--- config.mk ---
export PLATFORM = sky130hd
export DESIGN_NAME = owc_cmd_seq
export DESIGN_NICKNAME = d
export VERILOG_FILES = /design/src/owc_timer.sv /design/src/owc_cmd_seq.sv
export SDC_FILE = /design/constraint.sdc
export NUM_CORES = 1
export LEC_CHECK = 0
export ABC_AREA = 1
export BUFFER_PORTS_ARGS = -buffer_cell sky130_fd_sc_hd__clkbuf_2
export CORE_UTILIZATION = 58
export DETAILED_ROUTE_END_ITERATION = 12
export PLACE_DENSITY = 0.8
export SYNTH_ARGS = -nofsm -noshare
export SYNTH_HDL_FRONTEND = slang
export SYNTH_SLANG_ARGS = --single-unit
--- constraint.sdc ---
create_clock -name ref_clk -period 2.41 [get_ports ref_clk]
set_input_delay 0.1205 -clock ref_clk [delete_from_list [all_inputs] [get_ports ref_clk]]
set_output_delay 0.1205 -clock ref_clk [all_outputs]
set_load 0.02 [all_outputs]
--- src/owc_timer.sv ---
// Shared constants, carrier types and the pulse timer of the command
// sequencer of a serial to single wire bus bridge.
// Assumes one 10 MHz clock and an active low asynchronous reset.
package owc_pkg;
   localparam int unsigned CLK_HZ = 10_000_000;
   localparam int unsigned TW = 23;
   // Pulse durations, as times and as derived cycle counts
   localparam int unsigned PROG_LONG_US = 512;
   localparam int unsigned PROG_DFLT_US = 16;
   localparam int unsigned SPU_LONG_MS = 524;
   localparam int unsigned SPU_DFLT_MS = 16;
   localparam logic [TW-1:0] PROG_LONG_CYC =
      TW'(PROG_LONG_US * (CLK_HZ / 1_000_000));
   localparam logic [TW-1:0] PROG_DFLT_CYC =
      TW'(PROG_DFLT_US * (CLK_HZ / 1_000_000));
   localparam logic [TW-1:0] SPU_LONG_CYC =
      TW'(SPU_LONG_MS * (CLK_HZ / 1_000));
   localparam logic [TW-1:0] SPU_DFLT_CYC =
      TW'(SPU_DFLT_MS * (CLK_HZ / 1_000));
   // Host codes and answers
   localparam logic [7:0] CMD_PROG_CFG = 8'h29;
   localparam logic [7:0] RESP_PROG_CFG = 8'h28;
   localparam logic [7:0] CMD_SPU_CFG = 8'h39;
   localparam logic [7:0] RESP_SPU_CFG = 8'h38;
   localparam logic [7:0] CMD_DATA_MODE = 8'hE1;
   localparam logic [7:0] CMD_CMD_MODE = 8'hE3;
   localparam logic [7:0] CMD_PROG = 8'hFD;
   localparam logic [7:0] CMD_ARM = 8'hEF;
   localparam logic [7:0] CMD_DISARM = 8'hED;
   localparam logic [7:0] CMD_TERM = 8'hF1;
   localparam logic [7:0] CMD_RESET = 8'hC1;
   localparam logic [7:0] RESP_PRESENCE = 8'hCD;
   localparam logic [7:0] RESP_ALARM = 8'hED;
   localparam logic [7:0] PULSE_MASK = 8'hFC;
   localparam logic [7:0] RESP_DATA_PULSE = 8'hEC;
   // Serial rate code bit that selects inverted line polarity
   localparam int unsigned INV_BIT = 2;
   localparam logic LINE_IDLE = 1'b1;
   typedef enum logic [1:0]
   {
      OWC_BUS_RESET = 2'h1,
      OWC_BUS_BYTE = 2'h2
   } owc_bus_kind_type;
   typedef struct packed
   {
      owc_bus_kind_type kind;
      logic [7:0] data;
   } owc_bus_cmd_type;
endpackage : owc_pkg

`timescale 1ns/100ps

////////////////////////////////////////////////////////////////////////////
module owc_timer
(
   // Clock and reset
   input wire logic ref_clk,
   input wire logic nrst,
   // Control
   input wire logic load,
   input wire logic [owc_pkg::TW-1:0] load_val,
   input wire logic stop,
   // Status
   output logic expired
);
   logic [owc_pkg::TW-1:0] cnt;

   always_ff @(posedge ref_clk or negedge nrst)
   begin
      if (!nrst)
         cnt <= '0;
      else if (load)
         cnt <= load_val;
      else if (stop)
         cnt <= '0;
      else if (cnt != '0)
         cnt <= cnt - 1'b1;
   end

   always_ff @(posedge ref_clk or negedge nrst)
   begin
      if (!nrst)
         expired <= 1'b0;
      else
         expired <= (cnt == 23'h000001) && !load && !stop;
   end
endmodule : owc_timer

--- src/owc_cmd_seq.sv ---
// Byte command interpreter of a serial to single wire bus bridge.
// Assumes a host UART byte stream on one side and a bus engine that
// runs resets and byte slots and answers with a one-cycle done pulse.
`timescale 1ns/100ps

module owc_cmd_seq #(
   parameter logic [owc_pkg::TW-1:0] PROG_LONG_CYC = owc_pkg::PROG_LONG_CYC,
   parameter logic [owc_pkg::TW-1:0] PROG_DFLT_CYC = owc_pkg::PROG_DFLT_CYC,
   parameter logic [owc_pkg::TW-1:0] SPU_LONG_CYC = owc_pkg::SPU_LONG_CYC,
   parameter logic [owc_pkg::TW-1:0] SPU_DFLT_CYC = owc_pkg::SPU_DFLT_CYC
)
(
   // Clock and reset
   input wire logic ref_clk,
   input wire logic nrst,
   // Host bytes in
   input wire logic rx_valid,
   input wire logic [7:0] rx_byte,
   // Answers to host
   output logic tx_valid,
   output logic [7:0] tx_byte,
   input wire logic tx_ready,
   // Serial lines and rate code
   input wire logic ser_rx_pin,
   output logic uart_rx_line,
   input wire logic uart_tx_line,
   output logic ser_tx_pin,
   input wire logic [2:0] baud_code,
   // Bus engine
   output logic bus_req,
   output owc_pkg::owc_bus_cmd_type bus_cmd,
   input wire logic bus_done,
   input wire logic [7:0] bus_rd_byte,
   input wire logic bus_alarm,
   // Power and status
   output logic spu_on,
   output logic vpp_on,
   output logic data_mode,
   output logic armed
);
   typedef enum logic [2:0]
   {
      ST_IDLE = 3'h1,
      ST_BUS = 3'h2,
      ST_PULSE = 3'h4
   } owc_state_type;

   owc_state_type state;
   logic [7:0] cur_cmd;
   logic [7:0] pulse_resp;
   logic buf_full;
   logic [7:0] buf_byte;
   logic prog_long;
   logic spu_long;
   logic ser_rx_s1, ser_rx_s2;
   logic [2:0] baud_s1, baud_s2;
   logic consume, take_cmd, take_data, f1_hit, pulse_end, bus_fin;
   logic start_vpp, start_spu, tmr_load, tmr_expired, resp_evt;
   logic [7:0] resp_val;
   logic [owc_pkg::TW-1:0] tmr_val;

   function automatic logic [7:0] pulse_answer(input logic [7:0] code);
      pulse_answer = code & owc_pkg::PULSE_MASK;
   endfunction : pulse_answer

   ////////////////////////////////////////////////////////////////////////
   // Decode of the byte leaving the buffer
   always_comb
   begin
      consume = buf_full && (state == ST_IDLE);
      take_cmd = consume && !data_mode;
      take_data = consume && data_mode;
      // Termination only counts for command mode pulses
      f1_hit = buf_full && (state == ST_PULSE) && !data_mode &&
               (buf_byte == owc_pkg::CMD_TERM);
      pulse_end = (state == ST_PULSE) && (tmr_expired || f1_hit);
      bus_fin = (state == ST_BUS) && bus_done;
      start_vpp = take_cmd && (buf_byte == owc_pkg::CMD_PROG);
      start_spu = (take_cmd && ((buf_byte == owc_pkg::CMD_ARM) ||
                  (buf_byte == owc_pkg::CMD_DISARM))) ||
                  (bus_fin && data_mode && armed);
      tmr_load = start_vpp || start_spu;
      if (start_vpp)
         tmr_val = prog_long ? PROG_LONG_CYC : PROG_DFLT_CYC;
      else
         tmr_val = spu_long ? SPU_LONG_CYC : SPU_DFLT_CYC;
      resp_evt = 1'b0;
      resp_val = 8'h00;
      if (take_cmd && (buf_byte == owc_pkg::CMD_PROG_CFG))
      begin
         resp_evt = 1'b1;
         resp_val = owc_pkg::RESP_PROG_CFG;
      end
      else if (take_cmd && (buf_byte == owc_pkg::CMD_SPU_CFG))
      begin
         resp_evt = 1'b1;
         resp_val = owc_pkg::RESP_SPU_CFG;
      end
      else if (bus_fin && (cur_cmd == owc_pkg::CMD_RESET) && !data_mode)
      begin
         resp_evt = 1'b1;
         resp_val = bus_alarm ? owc_pkg::RESP_ALARM : owc_pkg::RESP_PRESENCE;
      end
      else if (bus_fin)
      begin
         resp_evt = 1'b1;
         resp_val = bus_rd_byte;
      end
      else if (pulse_end)
      begin
         resp_evt = 1'b1;
         resp_val = pulse_resp;
      end
   end

   owc_timer u_timer
   (
      .ref_clk(ref_clk),
      .nrst(nrst),
      .load(tmr_load),
      .load_val(tmr_val),
      .stop(f1_hit),
      .expired(tmr_expired)
   );

   ////////////////////////////////////////////////////////////////////////
   // Single byte holding buffer; a byte arriving while full is lost unless the held byte leaves in that cycle
   always_ff @(posedge ref_clk or negedge nrst)
   begin
      if (!nrst)
         buf_full <= 1'b0;
      else if (rx_valid && (!buf_full || consume || f1_hit))
         buf_full <= 1'b1;
      else if (consume || f1_hit)
         buf_full <= 1'b0;
   end

   always_ff @(posedge ref_clk or negedge nrst)
   begin
      if (!nrst)
         buf_byte <= 8'h00;
      else if (rx_valid && (!buf_full || consume || f1_hit))
         buf_byte <= rx_byte;
   end

   ////////////////////////////////////////////////////////////////////////
   // Sequencing
   always_ff @(posedge ref_clk or negedge nrst)
   begin
      if (!nrst)
      begin
         state <= ST_IDLE;
         cur_cmd <= 8'h00;
         pulse_resp <= 8'h00;
      end
      else
      begin
         unique case (state)
            ST_IDLE:
            begin
               cur_cmd <= buf_byte;
               if (take_data && (buf_byte != owc_pkg::CMD_CMD_MODE))
                  state <= ST_BUS;
               else if (take_cmd && (buf_byte == owc_pkg::CMD_RESET))
                  state <= ST_BUS;
               else if (start_vpp || start_spu)
               begin
                  state <= ST_PULSE;
                  pulse_resp <= pulse_answer(buf_byte);
               end
            end
            ST_BUS:
            begin
               if (bus_fin && start_spu)
               begin
                  state <= ST_PULSE;
                  pulse_resp <= owc_pkg::RESP_DATA_PULSE;
               end
               else if (bus_fin)
                  state <= ST_IDLE;
            end
            ST_PULSE:
            begin
               if (pulse_end)
                  state <= ST_IDLE;
            end
         endcase
      end
   end

   ////////////////////////////////////////////////////////////////////////
   // Mode and configuration flags
   always_ff @(posedge ref_clk or negedge nrst)
   begin
      if (!nrst)
      begin
         data_mode <= 1'b0;
         armed <= 1'b0;
         prog_long <= 1'b0;
         spu_long <= 1'b0;
      end
      else
      begin
         if (take_cmd && (buf_byte == owc_pkg::CMD_DATA_MODE))
            data_mode <= 1'b1;
         if (take_data && (buf_byte == owc_pkg::CMD_CMD_MODE))
            data_mode <= 1'b0;
         if (take_cmd && (buf_byte == owc_pkg::CMD_ARM))
            armed <= 1'b1;
         if (take_cmd && (buf_byte == owc_pkg::CMD_DISARM))
            armed <= 1'b0;
         if (take_cmd && (buf_byte == owc_pkg::CMD_PROG_CFG))
            prog_long <= 1'b1;
         if (take_cmd && (buf_byte == owc_pkg::CMD_SPU_CFG))
            spu_long <= 1'b1;
      end
   end

   ////////////////////////////////////////////////////////////////////////
   // Bus requests and drivers
   always_ff @(posedge ref_clk or negedge nrst)
   begin
      if (!nrst)
      begin
         bus_req <= 1'b0;
         bus_cmd <= '{kind: owc_pkg::OWC_BUS_BYTE, data: 8'h00};
      end
      else
      begin
         bus_req <= (take_data && (buf_byte != owc_pkg::CMD_CMD_MODE)) ||
                    (take_cmd && (buf_byte == owc_pkg::CMD_RESET));
         if (consume)
         begin
            bus_cmd.kind <= data_mode ? owc_pkg::OWC_BUS_BYTE :
                            owc_pkg::OWC_BUS_RESET;
            bus_cmd.data <= buf_byte;
         end
      end
   end

   always_ff @(posedge ref_clk or negedge nrst)
   begin
      if (!nrst)
      begin
         vpp_on <= 1'b0;
         spu_on <= 1'b0;
      end
      else if (pulse_end)
      begin
         vpp_on <= 1'b0;
         spu_on <= 1'b0;
      end
      else
      begin
         if (start_vpp)
            vpp_on <= 1'b1;
         if (start_spu)
            spu_on <= 1'b1;
      end
   end

   ////////////////////////////////////////////////////////////////////////
   // Answer holding register; a new answer wins over the handshake
   always_ff @(posedge ref_clk or negedge nrst)
   begin
      if (!nrst)
      begin
         tx_valid <= 1'b0;
         tx_byte <= 8'h00;
      end
      else if (resp_evt)
      begin
         tx_valid <= 1'b1;
         tx_byte <= resp_val;
      end
      else if (tx_ready)
         tx_valid <= 1'b0;
   end

   ////////////////////////////////////////////////////////////////////////
   // Line polarity; the rate code is a slow strap, synchronised anyway
   always_ff @(posedge ref_clk or negedge nrst)
   begin
      if (!nrst)
      begin
         ser_rx_s1 <= owc_pkg::LINE_IDLE;
         ser_rx_s2 <= owc_pkg::LINE_IDLE;
         baud_s1 <= 3'h0;
         baud_s2 <= 3'h0;
         uart_rx_line <= owc_pkg::LINE_IDLE;
         ser_tx_pin <= owc_pkg::LINE_IDLE;
      end
      else
      begin
         ser_rx_s1 <= ser_rx_pin;
         ser_rx_s2 <= ser_rx_s1;
         baud_s1 <= baud_code;
         baud_s2 <= baud_s1;
         uart_rx_line <= ser_rx_s2 ^ baud_s2[owc_pkg::INV_BIT];
         ser_tx_pin <= uart_tx_line ^ baud_s2[owc_pkg::INV_BIT];
      end
   end
endmodule : owc_cmd_seq

; Word level (Yosys, flattened, before mapping)
; Cells that the tools add are included.
[word_totals]
reg_bits = 88
inputBits = 27
elab_cells = 140
[op_classes]
n_addsub = 1
eq_ne = 22
mux = 42
bitwise_logic = 2
n_reduce_logical = 49
[op_table]
columns = operator, count
row1 = $mux W23, 5
row2 = $mux W8, 9
row3 = $eq A8 B8 Y1 const B, 8
row4 = $logic_and A1 B1 Y1, 26
row5 = $eq A23 B1 Y1 const B, 1
row6 = $reduce_bool A23 Y1, 1
row7 = $sub A23 B1 Y23 const B, 1
row8 = $mux W3, 6
row9 = $mux W1, 17
row10 = $eq A8 B6 Y1 const B, 2
row11 = $pmux W8 S2, 1
row12 = $reduce_bool A2 Y1, 7
row13 = $mux W13, 1
row14 = $pmux W3 S3, 1
row15 = $logic_or A1 B1 Y1, 8
row16 = $ne A8 B8 Y1 const B, 1
row17 = $mux W6, 1
row18 = $ne A2 B2 Y1 const B, 3
row19 = $reduce_and A5 Y1, 1
row20 = $logic_not A1 Y1, 4
row21 = $ne A2 B1 Y1 const B, 2
row22 = $ne A4 B1 Y1 const B, 1
row23 = $eq A3 B1 Y1 const B, 1
row24 = $eq A3 B2 Y1 const B, 1
row25 = 6 further kinds, 7

; Longest topological paths before layout
; Gate-level depths: netlist (run 1).
[logic_depth]
depth_word = 12
ltp_mapped = 11

; Hierarchy
; From an unflattened synthesis (run 1), not the netlist that was laid out.
[hier_totals]
cells_unflattened = 544
hier_area_um2 = 4334.2
[by_module_without_submodules]
columns = mod, n_inst, cells_per_inst, area_each_um2
row1 = owc_cmd_seq, 1, 301, 2588.7
row2 = owc_timer, 1, 243, 1745.4

; Worst setup path after synthesis (run 1)
; Ideal clock, no wire load.
[synth_timing]
path_kind = register to register
from = register u_timer.cnt[0] in the netlist's numbering
to = register u_timer.cnt[15] in the netlist's numbering
setup_ns = 0.116
arrival_ns = 1.637
required_time_ns = 2.294
path_slack_ns = 0.656
stages_incl_launch_ff = 11
synth_period_minus_slack_ns = 1.754
path_cell_list = dfrtp_1 inv_1 ha_1 nand2_2 nor2_4 nand4_4 nor2_4 inv_2 nor2_4 buf_12 nor2_2
[synth_via]
elab_chain_len = 4
[synth_lines]
columns = element, line
row1 = "start, declared", owc_timer.sv:66  ; logic [owc_pkg::TW-1:0] cnt;
row2 = "start signal, assigned", owc_timer.sv:73  ; cnt <= load_val;
row3 = "start signal, assigned", owc_timer.sv:77  ; cnt <= cnt - 1'b1;
row4 = $sub A23 B1 Y23, owc_timer.sv:77
row5 = $mux W23, owc_timer.sv:76  ; else if (cnt != '0)
row6 = $mux W23, owc_timer.sv:74  ; else if (stop)
row7 = $mux W23, owc_timer.sv:72  ; else if (load)
; Several ways; a longest one is shown, not always the timed one. The select of a mux whose other input is x is not followed.
; A chain may end at the register's enable or synchronous reset.

; Worst setup path after layout (run 1)
[layout_timing]
from = register u_timer.cnt[0] in the netlist's numbering
to = register u_timer.cnt[12] in the netlist's numbering
; The elaborated chain is that of the path after synthesis.

==> results.txt, run 1 <==
By area the synthesized netlist is led by dfrtp_1, nand2_1, nor2_1, inv_1, dfstp_2. The count of H-tree levels built during CTS is 3. The highest clock rate came out at 0.4738 GHz. For this block, the via count after detailed routing is 3576. The minimum period implied by the final worst setup slack is 2.111 ns. The count of nets left with antenna violations once routing finished came out at 0. The weighted congestion at the end of routability-driven global placement came out at 0.9220. The final layout contains routed wiring with a total length of 9.246 mm. Before antenna repair, the detailed router went through 4 iterations.

Summing the areas of all compound-gate instances in the mapped netlist gives 5.919% of the synthesized area. The number of global-route vias before repair is 3383. The clock skew came out at 0.01204 ns. At the pin with the least slew margin, the transition time is 0.9841 ns. The flow ran to the end, and the final reports show no timing, DRC or antenna violations. The arrival time at the worst endpoint is 2.33 ns. The maximum fanout count along the critical path is 11.

The total die area came out at 7522 µm². STA puts the critical path data required time at 2.63 ns. Counting the buffers created by CTS gives 9. Multiplexer cells account for 0% of the synthesized area.

In this run the core area contains 30 standard-cell rows. Synthesis handed over a netlist of 527 instances. The portion of the clock cycle consumed by the worst path in the final layout came out at 87.59%. The starting DRC count in detailed routing is 234.

Max-cap violations in this run came to 0. The initial antenna violation count is 0. The die is 86.73 µm tall. The chip width is 86.73 µm. In the synthesized netlist the dominant register cell turns out to be dfrtp_1. Setup repair after global routing left no endpoint under its margin. For this run the aggregate overflow at the end of global routing stands at 0. 0 antenna diodes ended up in the layout. The number of synthesized register bits is 82.

The number of failing setup endpoints in the final timing report is 0. The power per unit of standard cell area came out at 501.8 nW/µm². The post-synthesis net count came out at 556.

The cell-internal power came out at 1.820 mW. The net switching share of the total power came out at 23.53%. The proportion of netlist area held by the largest area contributor is 45.67%. STA classifies the critical path endpoint as a register. The TritonCTS clock tree is built.

The library cell occupying the most area in the post-synthesis netlist is dfrtp_1. The worst ir drop on vdd came out at 0.0003284 V. In this run the static leakage power is 2.345 nW. The number of clock sinks came out at 82. The area fraction in and, or, nand and nor cells after synthesis is 34.86%. The adder and majority gate portion of the synthesized area is 0.6010%. The clock reaches the later pin of the worst-skew pair after 0.35 ns. The sequential cell area fraction in the yosys report came out at 49.46%. The fraction of power consumed by combinational cells came out at 2.9%. The half-perimeter wire length after detailed placement came out at 6.822 mm. The fraction of layout instances using a drive strength above 1 came out at 19.30%. For this run, the number of standard cells in the final layout without fillers is 692. Measured against its own limit, the worst slew margin works out to 34.40%. Global routing used 27.25% of the available tracks across all layers.

A synthesized cell averages 7.901 µm². The detailed-route DRC error count is 0. After synthesis, the largest family of logic cells by area is simple AND/OR/NAND/NOR gates. The area of the mapped netlist came out at 4164 µm². The final layout contains 620 nets. Yosys mapped a number of flops with a built-in enable equal to 0. The proportion of register bits with asynchronous set or reset after synthesis came out at 100.0%. The startpoint-to-endpoint class of the critical path is reg2reg. For this run, the number of Yosys warnings is 0. The initial utilization of the core area, before any placement, comes to 60.62%. The number of buffers inserted by port buffering is 50. The clock transition at the register clock pins on the worst setup and hold paths after CTS is 0.09 ns. The pin count of the biggest net entering global routing came out at 82.

The buffer depth of the longest clock path came out at 2. The number of top-level pins is 53. The part of the total power dissipated in sequential elements is 58.4%. The post-route core utilization is 69.05%. The number of max-slew violations in the final report was 0. The first global-routing pass estimated 15.59 mm of wire. The parity-gate share of the synthesized area counting xor and xnor cells is 2.945%. The average via count per standard cell is 5.168. The worst setup path is launched from a register.

The hold violation total from the final report is 0. The root buffer cell chosen for the clock tree is clkbuf_8. The core region is 6869 µm². The aggregate negative setup slack is 0 ns.

The path class of the tightest hold or removal check is in2reg. The net switching power came out at 560.2 µW. Relative to the synthesized area, the layout overhead comes to 13.91%. The part of the total power dissipated in the clock network is 38.7%.

The number of placed cells counting well taps is 670. The number of distinct standard cells referenced by the synthesized netlist is 32. The routed length per instance came out at 13.36 µm.
layout by cell type (no fill, tap or decap), drive strengths merged, types with 6 or more instances in the layout:
cell and n:
a21oi 20, clkbuf 60, dfrtp 76, dfstp 6, dlygate4sd3 6, inv 54, nand2 132, nand3 29
nand4 9, nor2 134, nor3 7, o21ai 26, xor2 9
repair_timing:
item / in CTS / in global routing
setup buffers: 0 / 0
hold buffers: 6 / 0
hold endpoints to repair: 81 / 0
gates resized for setup: 0 / 0
setup endpoints to repair: 0 / 0
logic make-up (layout without fill, tap and decap cells):
kind of cell,after synthesis,count (layout)
AOI/OAI and AO/OA,48,48
buffers and inverters,60,129
and+or+nand+nor,321,321
DFF,82,82
xor gates and xnor gates,14,14
adders and majority gates,2,2
final cells by class:
class,instances,area (µm²)
fillers,574,2126
flip-flops and latches,82,2059
multi-input cells,385,1846
repair buffers,59,335.3
inverters,54,202.7
clock buffers,11,141.4
well taps,96,120.1
clock inverters,5,38.79
through the flow:
step | cell area (µm²) | power, mW | setup WS [ns] | hold slack (ns)
final | 4743 | 2.380 | 0.2992 | 0.01048
after global routing | 4743 | 2.458 | 0.09775 | 0.002521
after CTS | 4743 | 2.385 | 0.3030 | 0.002545
after detailed placement | 4503 | 1.481 | 0.3145 | 0.2121
after global placement | 4503 | 1.480 | 0.4183 | 0.2088
after floorplan | 4164 | 1.429 | 0.6564 | -0.1751
routing by layer:
metal	routed length, µm	global-route usage (%)	share of wire [%]
met2	4227	42.42	46
met4	179	10.76	1.9
met3	538	6.476	5.8
met1	4300	37.04	47
met5	0	0	0
cell usage after synthesis, types with 2 or more instances:
cell type  number
dfrtp_1        76
nor2_2         13
or2_2           4
nand3_1        28
nor2_1        116
a21oi_1        20
nand4_1         7
xnor2_1         5
inv_1          47
inv_2           6
o21ai_0        26
nand3b_1        4
ha_1            2
nor3_1          6
nand4_4         2
buf_2           2
dfstp_2         6
xor2_1          9
nand2_2         5
buf_6           2
nor2_4          5
nand2_1       126
power by group through the flow:
stage               Combinational [mW]  Sequential (mW)  Clock, mW
floorplan                      0.00406             1.42          0
CTS                             0.0721             1.39      0.923
global placement                0.0628             1.42          0
global route                    0.0800             1.39      0.986
finish                          0.0699             1.39      0.920
detailed placement              0.0640             1.42          0
sequential cells by signal, indices dropped and copies added, names as in the netlist, 3 cells and up:
| signal | count |
|---|---|
| pulse_resp | 6 |
| cur_cmd | 8 |
| tx_byte | 8 |
| state | 3 |
| bus_cmd | 10 |
| u_timer.cnt | 23 |
| buf_byte | 8 |
critical path, cell delays in order (launching register included):
cell,delay [ns]
dfrtp_1,0.42
inv_1,0.11
ha_1,0.30
nand2_2,0.12
nor2_4,0.24
nand4_4,0.12
nor2_4,0.18
inv_2,0.09
nor2_4,0.32
a21oi_1,0.07
path summary, 6_finish.rpt:
check / start / to / slack (ns) / cells past startpoint
max: u_timer.cnt[0] / u_timer.cnt[12] / 0.30 / 9
min: rx_byte[2] / buf_byte[2] / 0.01 / 3
max reg2reg: u_timer.cnt[0] / u_timer.cnt[12] / 0.30 / 9
min reg2reg: ser_rx_s1 / ser_rx_s2 / 0.36 / 0
max in group asynchronous: nrst / ser_tx_pin / 1.25 / 3
min in group asynchronous: nrst / baud_s2[2] / 0.47 / 2
No activity file was read; power rests on OpenSTA's default activity.
==> run 2: changes to the inputs <==
Settings changed: PLACE_DENSITY 0.8 to unset, PLACE_DENSITY_LB_ADDON set to 0.3.
==> results.txt, run 2 (synthesis gave the netlist of run 1 again) <==
The clock skew is 0.008903 ns. The worst setup slack after placement is 0.3159 ns. The library cells used most frequently in the layout, excluding fill and tap cells, are nand2_1, nor2_1, dfrtp_1. Walking the worst path, the cells encountered are inv_1 -> ha_1 -> nand2_2 -> nor2_4 -> nand4_4 -> nor2_4 -> inv_2 -> nor2_4 -> a21oi_1.

The post-route core utilization is 68.51%. The number of core rows came out at 30. Derived from the worst setup path, the maximum achievable clock frequency is 0.4717 GHz. The headroom to the max-slew limit came out at 33.98%. The run finished with clean final reports. In this run the post-CTS setup repair buffer count came out at 0. Cell internal power was estimated by the tool at 1.777 mW.

Fill cells in the final layout number 583. The detailed-route DRC error count came out at 0. The via count is 3563. The starting DRC count in detailed routing is 264. The initial antenna violation count is 0. The net switching power came out at 538.5 µW. Grouping stages by cell kind, the critical path spends the most delay in simple AND/OR/NAND/NOR gates. The initial core utilization came out at 60.62%. The chip width came out at 86.73 µm. The number of iterations in the first detailed-routing pass came out at 5. The root buffer cell chosen for the clock tree is clkbuf_8. The setup path with the least slack is of type reg2reg.

The final global-route overflow total came out at 0. The part of the total power dissipated in sequential elements is 60.0%. The kind of end point of the critical path is a register. Setup repair after global routing left no endpoint under its margin. The clock drives 82 sinks. In this run the static leakage power is 2.332 nW. For the final routed database, the setup TNS stands at 0 ns.

The overall track demand over capacity in global routing is 26.56%. The actual slew at the worst max-slew pin came out at 0.9903 ns. In this run, the combinational gates consume 2.9% of the power.

The power per unit of standard cell area is 492.0 nW/µm². The worst ir drop on vdd is 0.0003557 V. The worst path uses 87.96% of the clock period. In the final layout, the registers with the most flip-flops are u_timer.cnt: 23 flops, bus_cmd: 10 flops.

In this run, CTS created clock tree buffers numbering 9. The die covers 7522 µm². The slowest cell on the critical path is dfrtp_1. The number of nets in the final layout is 618.

The number of buffers and inverters on the critical path is 2. The detail route stage leaves a number of antenna-violating nets equal to 0. The clock passes through at most 2 buffers. Net switching is 23.26% of the power. The startpoint class of the critical path is a register. The number of global-route vias before repair came out at 3257. The arrival time at the worst endpoint came out at 2.34 ns. The clock transition at the register clock pins on the worst setup and hold paths after CTS is 0.08 ns.

The core area came out at 6869 µm². From synthesis to final layout, the design area changed by 13.01%. The most frequent standard cell in the layout excluding fill and tap cells is nand2_1. STA puts the critical path data required time at 2.63 ns. The tightest min-delay check is of the in2reg type. The final wirelength is 9.023 mm. The fraction of layout instances using a drive strength above 1 is 19.06%. The count of H-tree levels built during CTS came out at 3. The number of max-slew violations in the final report came out at 0. The weighted congestion at the end of routability-driven global placement is 0.9446. The flip-flop count of the largest register after layout came out at 23. The number of buffers inserted by port buffering is 50. The number of top-level pins is 53. The final worst setup slack is 0.2902 ns.

Of all nets on the critical path, the largest fanout is 11. For the finished layout, the period the worst path requires is 2.120 ns. Max-cap violations in this run came to 0. The number of failing setup endpoints in the final timing report came out at 0. TritonCTS built the clock tree. The first global-routing pass estimated 15.26 mm of wire. The pin count of the biggest net entering global routing is 83. The hold violation total from the final report was 0. The overall die height is 86.73 µm. In the final routed layout, each cell accounts on average for 13.10 µm. The half-perimeter wire length after detailed placement is 6.719 mm. The maximum single-stage delay on the critical path is 0.42 ns. The part of the total power dissipated in the clock network is 37.0%. The number of inserted diodes is 0. The average via count per standard cell is 5.171. The insertion delay to the later sink of the worst-skew pair came out at 0.35 ns.

The cell that appears most often on the critical path is nor2_4. More flip-flops sit in one register than any other, and that register is u_timer.cnt.
==> run 2: worst paths after layout <==
path / cells past startpoint / from / slack [ns] / end
max reg2reg: 9 / u_timer.cnt[0] / 0.29 / u_timer.cnt[12]
max: 9 / u_timer.cnt[0] / 0.29 / u_timer.cnt[12]
min in group asynchronous: 2 / nrst / 0.49 / baud_s2[2]
max in group asynchronous: 2 / nrst / 1.30 / tx_byte[4]
min: 3 / rx_byte[6] / 0.008 / buf_byte[6]
min reg2reg: 0 / baud_s1[2] / 0.36 / baud_s2[2]
==> run 2: stage by stage <==
| step | hold WS [ns] | std cells | area, µm² | power (mW) |
|---|---|---|---|---|
| 2_1_floorplan | -0.1751 | 527 | 4164 | 1.429 |
| 3_3_place_gp | 0.2082 | 669 | 4496 | 1.478 |
| 3_5_place_dp | 0.2101 | 669 | 4496 | 1.480 |
| 4_1_cts | 0.004272 | 689 | 4706 | 2.327 |
| 5_1_grt | 0.003040 | 689 | 4706 | 2.387 |
| 6_report | 0.008371 | 689 | 4706 | 2.315 |
==> run 2: routing by layer <==
layer | global-route usage (%) | vias to the layer above | routed length, µm
li1 | - | 1776 | -
met1 | 37.34 | 1642 | 4334
met2 | 42.35 | 127 | 4084
met3 | 4.476 | 18 | 466
met4 | 8.182 | 0 | 137
met5 | 0 | - | 0
==> run 2: area by class of cell <==
class / instances / area (µm²) / area share (%)
clock buffers: 10 / 127.6 / 2.712
clock inverters: 5 / 32.53 / 0.6913
well taps: 96 / 120.1 / 2.553
inverters: 54 / 202.7 / 4.307
repair buffers: 57 / 317.8 / 6.754
multi-input cells: 385 / 1846 / 39.22
flip-flops and latches: 82 / 2059 / 43.77
==> run 2: power groups by stage <==
stage                     clock network (mW)  logic [mW]  registers [mW]
after floorplan                            0     0.00406            1.42
after global placement                     0      0.0611            1.42
after detailed placement                   0      0.0627            1.42
after CTS                              0.867      0.0693            1.39
after global routing                   0.919      0.0762            1.39
final                                  0.857      0.0674            1.39
==> run 2: what timing repair did <==
action | 4_1_cts | 5_1_grt
hold buffers | 5 | 0
hold endpoints to repair | 80 | 0
resized for setup | 0 | 0
==> run 2: tightest hold or removal path, stage by stage <==
cell      delay, ns
clkbuf_2       0.07
nor2_1         0.03
a21oi_1        0.09
==> run 3: changes to the inputs <==
Settings changed: ABC_AREA 1 to 0, CORE_MARGIN set to 4, CORE_UTILIZATION 58 to 57, REMOVE_ABC_BUFFERS set to 1.
==> results.txt, run 3 <==
The clock tree root driver cell is clkbuf_8. The worst hold path belongs to the class in2reg. The critical path goes through or3_4 -> or3_4 -> nor4_1 -> and2_1 -> a31oi_1.

For this run, the total global-route usage over all layers was measured as 23.10%. The total die area is 8006 µm². After detailed routing, the number of remaining DRC violations is 0.

The hold violation total from the final report is 0. The start point of the worst hold path is rx_byte[1]. The overall die height came out at 89.48 µm. The insertion delay to the later sink of the worst-skew pair is 0.35 ns. Tracing the worst setup path back leads to its startpoint at u_timer.cnt[15].

The flip-flop count of the largest register after layout is 23. The number of buffers inserted by port buffering came out at 50. Summed over all nets, the half-perimeter wirelength after detailed placement is 5.570 mm. The top cell types in the final layout, fill and taps aside, are dfrtp_1, nand2_1, clkbuf_2.

The total placed instance area came out at 4232 µm². The area used by sequential logic in the layout came out at 2059 µm². The library cell occupying the most area in the post-synthesis netlist is dfrtp_1. Measured against its own limit, the worst slew margin works out to 34.41%. The routed length per instance is 15.56 µm. The fraction of power consumed by combinational cells came out at 3.2%. Setup repair after global routing left no endpoint under its margin. The count of max-cap constraint violations is 0.

The number of nets in the final layout is 472. The initial core utilization came out at 59.25%. The arrival time at the worst endpoint is 2.47 ns. The maximum single-stage delay on the critical path is 0.45 ns.

Counting instances in the post-synthesis netlist gives the leading cell types as dfrtp_1, nand2_1, nor2_1, a21oi_1. The count of fill cells added during filler insertion is 478. The worst ir drop on vdd came out at 0.0004205 V.

The synthesized area per cell came out at 10.57 µm². After synthesis, the cell types taking the most area are dfrtp_1, nand2_1, mux2_2, dfstp_2, a21oi_1. The kind of end point of the critical path is a register. The maximum fanout count along the critical path came out at 11.

The number of clock sinks is 82. The proportion of register bits with asynchronous set or reset after synthesis is 100.0%. For this run, the number of Yosys warnings is 0. The highest clock rate came out at 0.4428 GHz. The cell area that synthesis handed to floorplanning was 3784 µm².

The number of max-slew violations in the final report is 0. The cell that appears most often on the critical path is or3_4. The final wirelength is 8.168 mm.

The clock transition at the register clock pins on the worst setup and hold paths after CTS is 0.08 ns. The register containing the most flip-flops in the final layout is u_timer.cnt. The number of different library cells used by synthesis comes to 63. Once the clock tree was built, the setup fixing pass inserted 0 buffers. The minimum period implied by the final worst setup slack is 2.258 ns. The top cell type by area accounts for 50.26% of the synthesized area. The sequential cell area fraction in the yosys report is 54.43%.

The worst register-to-register path begins at u_timer.cnt[15]. The die is 89.48 µm wide. The leakage power is 2.170 nW. The initial antenna violation count is 0. Yosys mapped a number of flops with a built-in enable equal to 0. Routability-driven placement finished with a final weighted congestion of 0.8512. Cell internal power was estimated by the tool at 1.903 mW. The combined area of the multi-input logic cells came out at 1617 µm². Together, buffers and inverters on the worst path number 0.

The power per unit of standard cell area is 532.7 nW/µm². In the final layout, the share of cells above drive strength 1 is 27.90%. The starting DRC count in detailed routing came out at 188. After routing the design area is 4587 µm². Global routing finished with a remaining overflow of 0. STA classifies the critical path startpoint as a register.

TritonCTS built the clock tree. The number of failing setup endpoints in the final timing report is 0. The net switching share of the total power came out at 22.12%. The number of buffers inserted for hold repair after clock tree synthesis came out at 16. The number of inserted diodes is 0.

The data required time at the worst endpoint is 2.63 ns. The number of top-level pins is 53. The part of the total power dissipated in the clock network came out at 40.0%. Among all cell types in the netlist, the one instantiated most often is dfrtp_1. The number of buffers inserted during clock tree synthesis came out at 9.

The critical path is of the reg2reg type. The pin count of the biggest net entering global routing is 81. After floorplanning, the core was divided into 29 placement rows. The post-cts gate resize count came out at 0. The net switching power came out at 540.5 µW. The area growth from synthesis to final layout is 21.23%.

The tightest hold margin came out at 0.01337 ns. The synthesized instance count is 358. In this design, the largest share of critical-path delay is due to simple AND/OR/NAND/NOR gates.

The synthesized design contains 82 register bits. The largest registers in the layout are u_timer.cnt: 23 flops, bus_cmd: 10 flops. For this run, the leading register cell type out of synthesis is dfrtp_1. The average via count per standard cell is 5.718. The final route contains 3002 vias. In this run the number of H-tree levels came out at 3.

The part of the total power dissipated in sequential elements came out at 56.8%. The number of iterations in the first detailed-routing pass came out at 5. The flow ran to the end, and the final reports show no timing, DRC or antenna violations. The buffer depth of the longest clock path is 2.

The most frequent standard cell in the layout excluding fill and tap cells is dfrtp_1. The actual slew at the worst max-slew pin came out at 0.9838 ns. The number of global-route vias before repair came out at 3010. The clock skew is 0.01129 ns.

The slowest stage of the critical path is the and2_1 cell. The wire length of the first global-routing pass is 14.19 mm. The residual antenna-violating net count after detailed routing is 0. The portion of the clock cycle consumed by the worst path in the final layout is 93.70%.

The core area came out at 6386 µm².
[run 3: changes by cell type after synthesis, moves of 7 or more]
cell / before / now
or3_1: 0 / 8
nor4_1: 0 / 8
nor2_2: 13 / 0
nand2_1: 126 / 54
inv_1: 47 / 11
nand3_1: 28 / 13
nor2_1: 116 / 19
o21ai_0: 26 / 17
mux2_2: 0 / 17
xor2_1: 9 / 2
[run 3: logic make-up after synthesis]
| kind of cell | share of synthesized area, % |
|---|---|
| XOR/XNOR | 2.546 |
| flip-flops | 54.43 |
| multiplexers | 5.589 |
| buffers and inverters | 2.844 |
| AND/OR/NAND/NOR | 21.46 |
| AO/OA/AOI/OAI | 12.47 |
| adder cells (fa/ha/maj) | 0.6613 |
[run 3: area by class of cell]
cell class / count / share of cell area, %
well taps: 77 / 2.100
inverters: 11 / 0.9002
flip-flops and latches: 82 / 44.90
clock inverters: 6 / 1.473
multi-input cells: 251 / 35.24
repair buffers: 88 / 12.60
clock buffers: 10 / 2.782
[run 3: layer usage]
metal	part of all wire, %	vias up	GRT usage (%)
met5	0	-	0
met4	1.3	0	10.01
met3	4.9	11	4.700
met2	50	72	36.84
met1	44	1467	30.77
li1	-	1452	-
[run 3: per-stage QoR]
| stage | setup TNS (ns) | total power [mW] | cells | utilization [%] | setup WS [ns] |
|---|---|---|---|---|---|
| after detailed placement | 0 | 1.475 | 493 | 66.26 | 0.1636 |
| after floorplan | -2.261 | 1.423 | 344 | - | -0.2002 |
| final | 0 | 2.443 | 525 | 71.83 | 0.1519 |
| after global routing | 0 | 2.544 | 525 | 71.83 | 0.0004772 |
| after CTS | 0 | 2.471 | 525 | 71.83 | 0.1426 |
| after global placement | 0 | 1.474 | 493 | 66.26 | 0.1776 |
[run 3: worst paths after layout]
kind	to	slack, ns	cells after the start
setup / recovery	u_timer.cnt[10]	0.15	5
hold / removal	buf_byte[1]	0.01	2
setup reg to reg	u_timer.cnt[10]	0.15	5
hold reg to reg	ser_rx_s2	0.36	0
max in group asynchronous	ser_rx_s1	1.23	3
min in group asynchronous	tx_valid	0.47	2
[run 3: power groups by stage]
stage | logic [mW] | registers, mW | clock network (mW)
floorplan | 0.00321 | 1.42 | 0
global placement | 0.0600 | 1.41 | 0
detailed placement | 0.0605 | 1.41 | 0
CTS | 0.0809 | 1.39 | 1.00
global route | 0.0895 | 1.39 | 1.07
finish | 0.0792 | 1.39 | 0.977
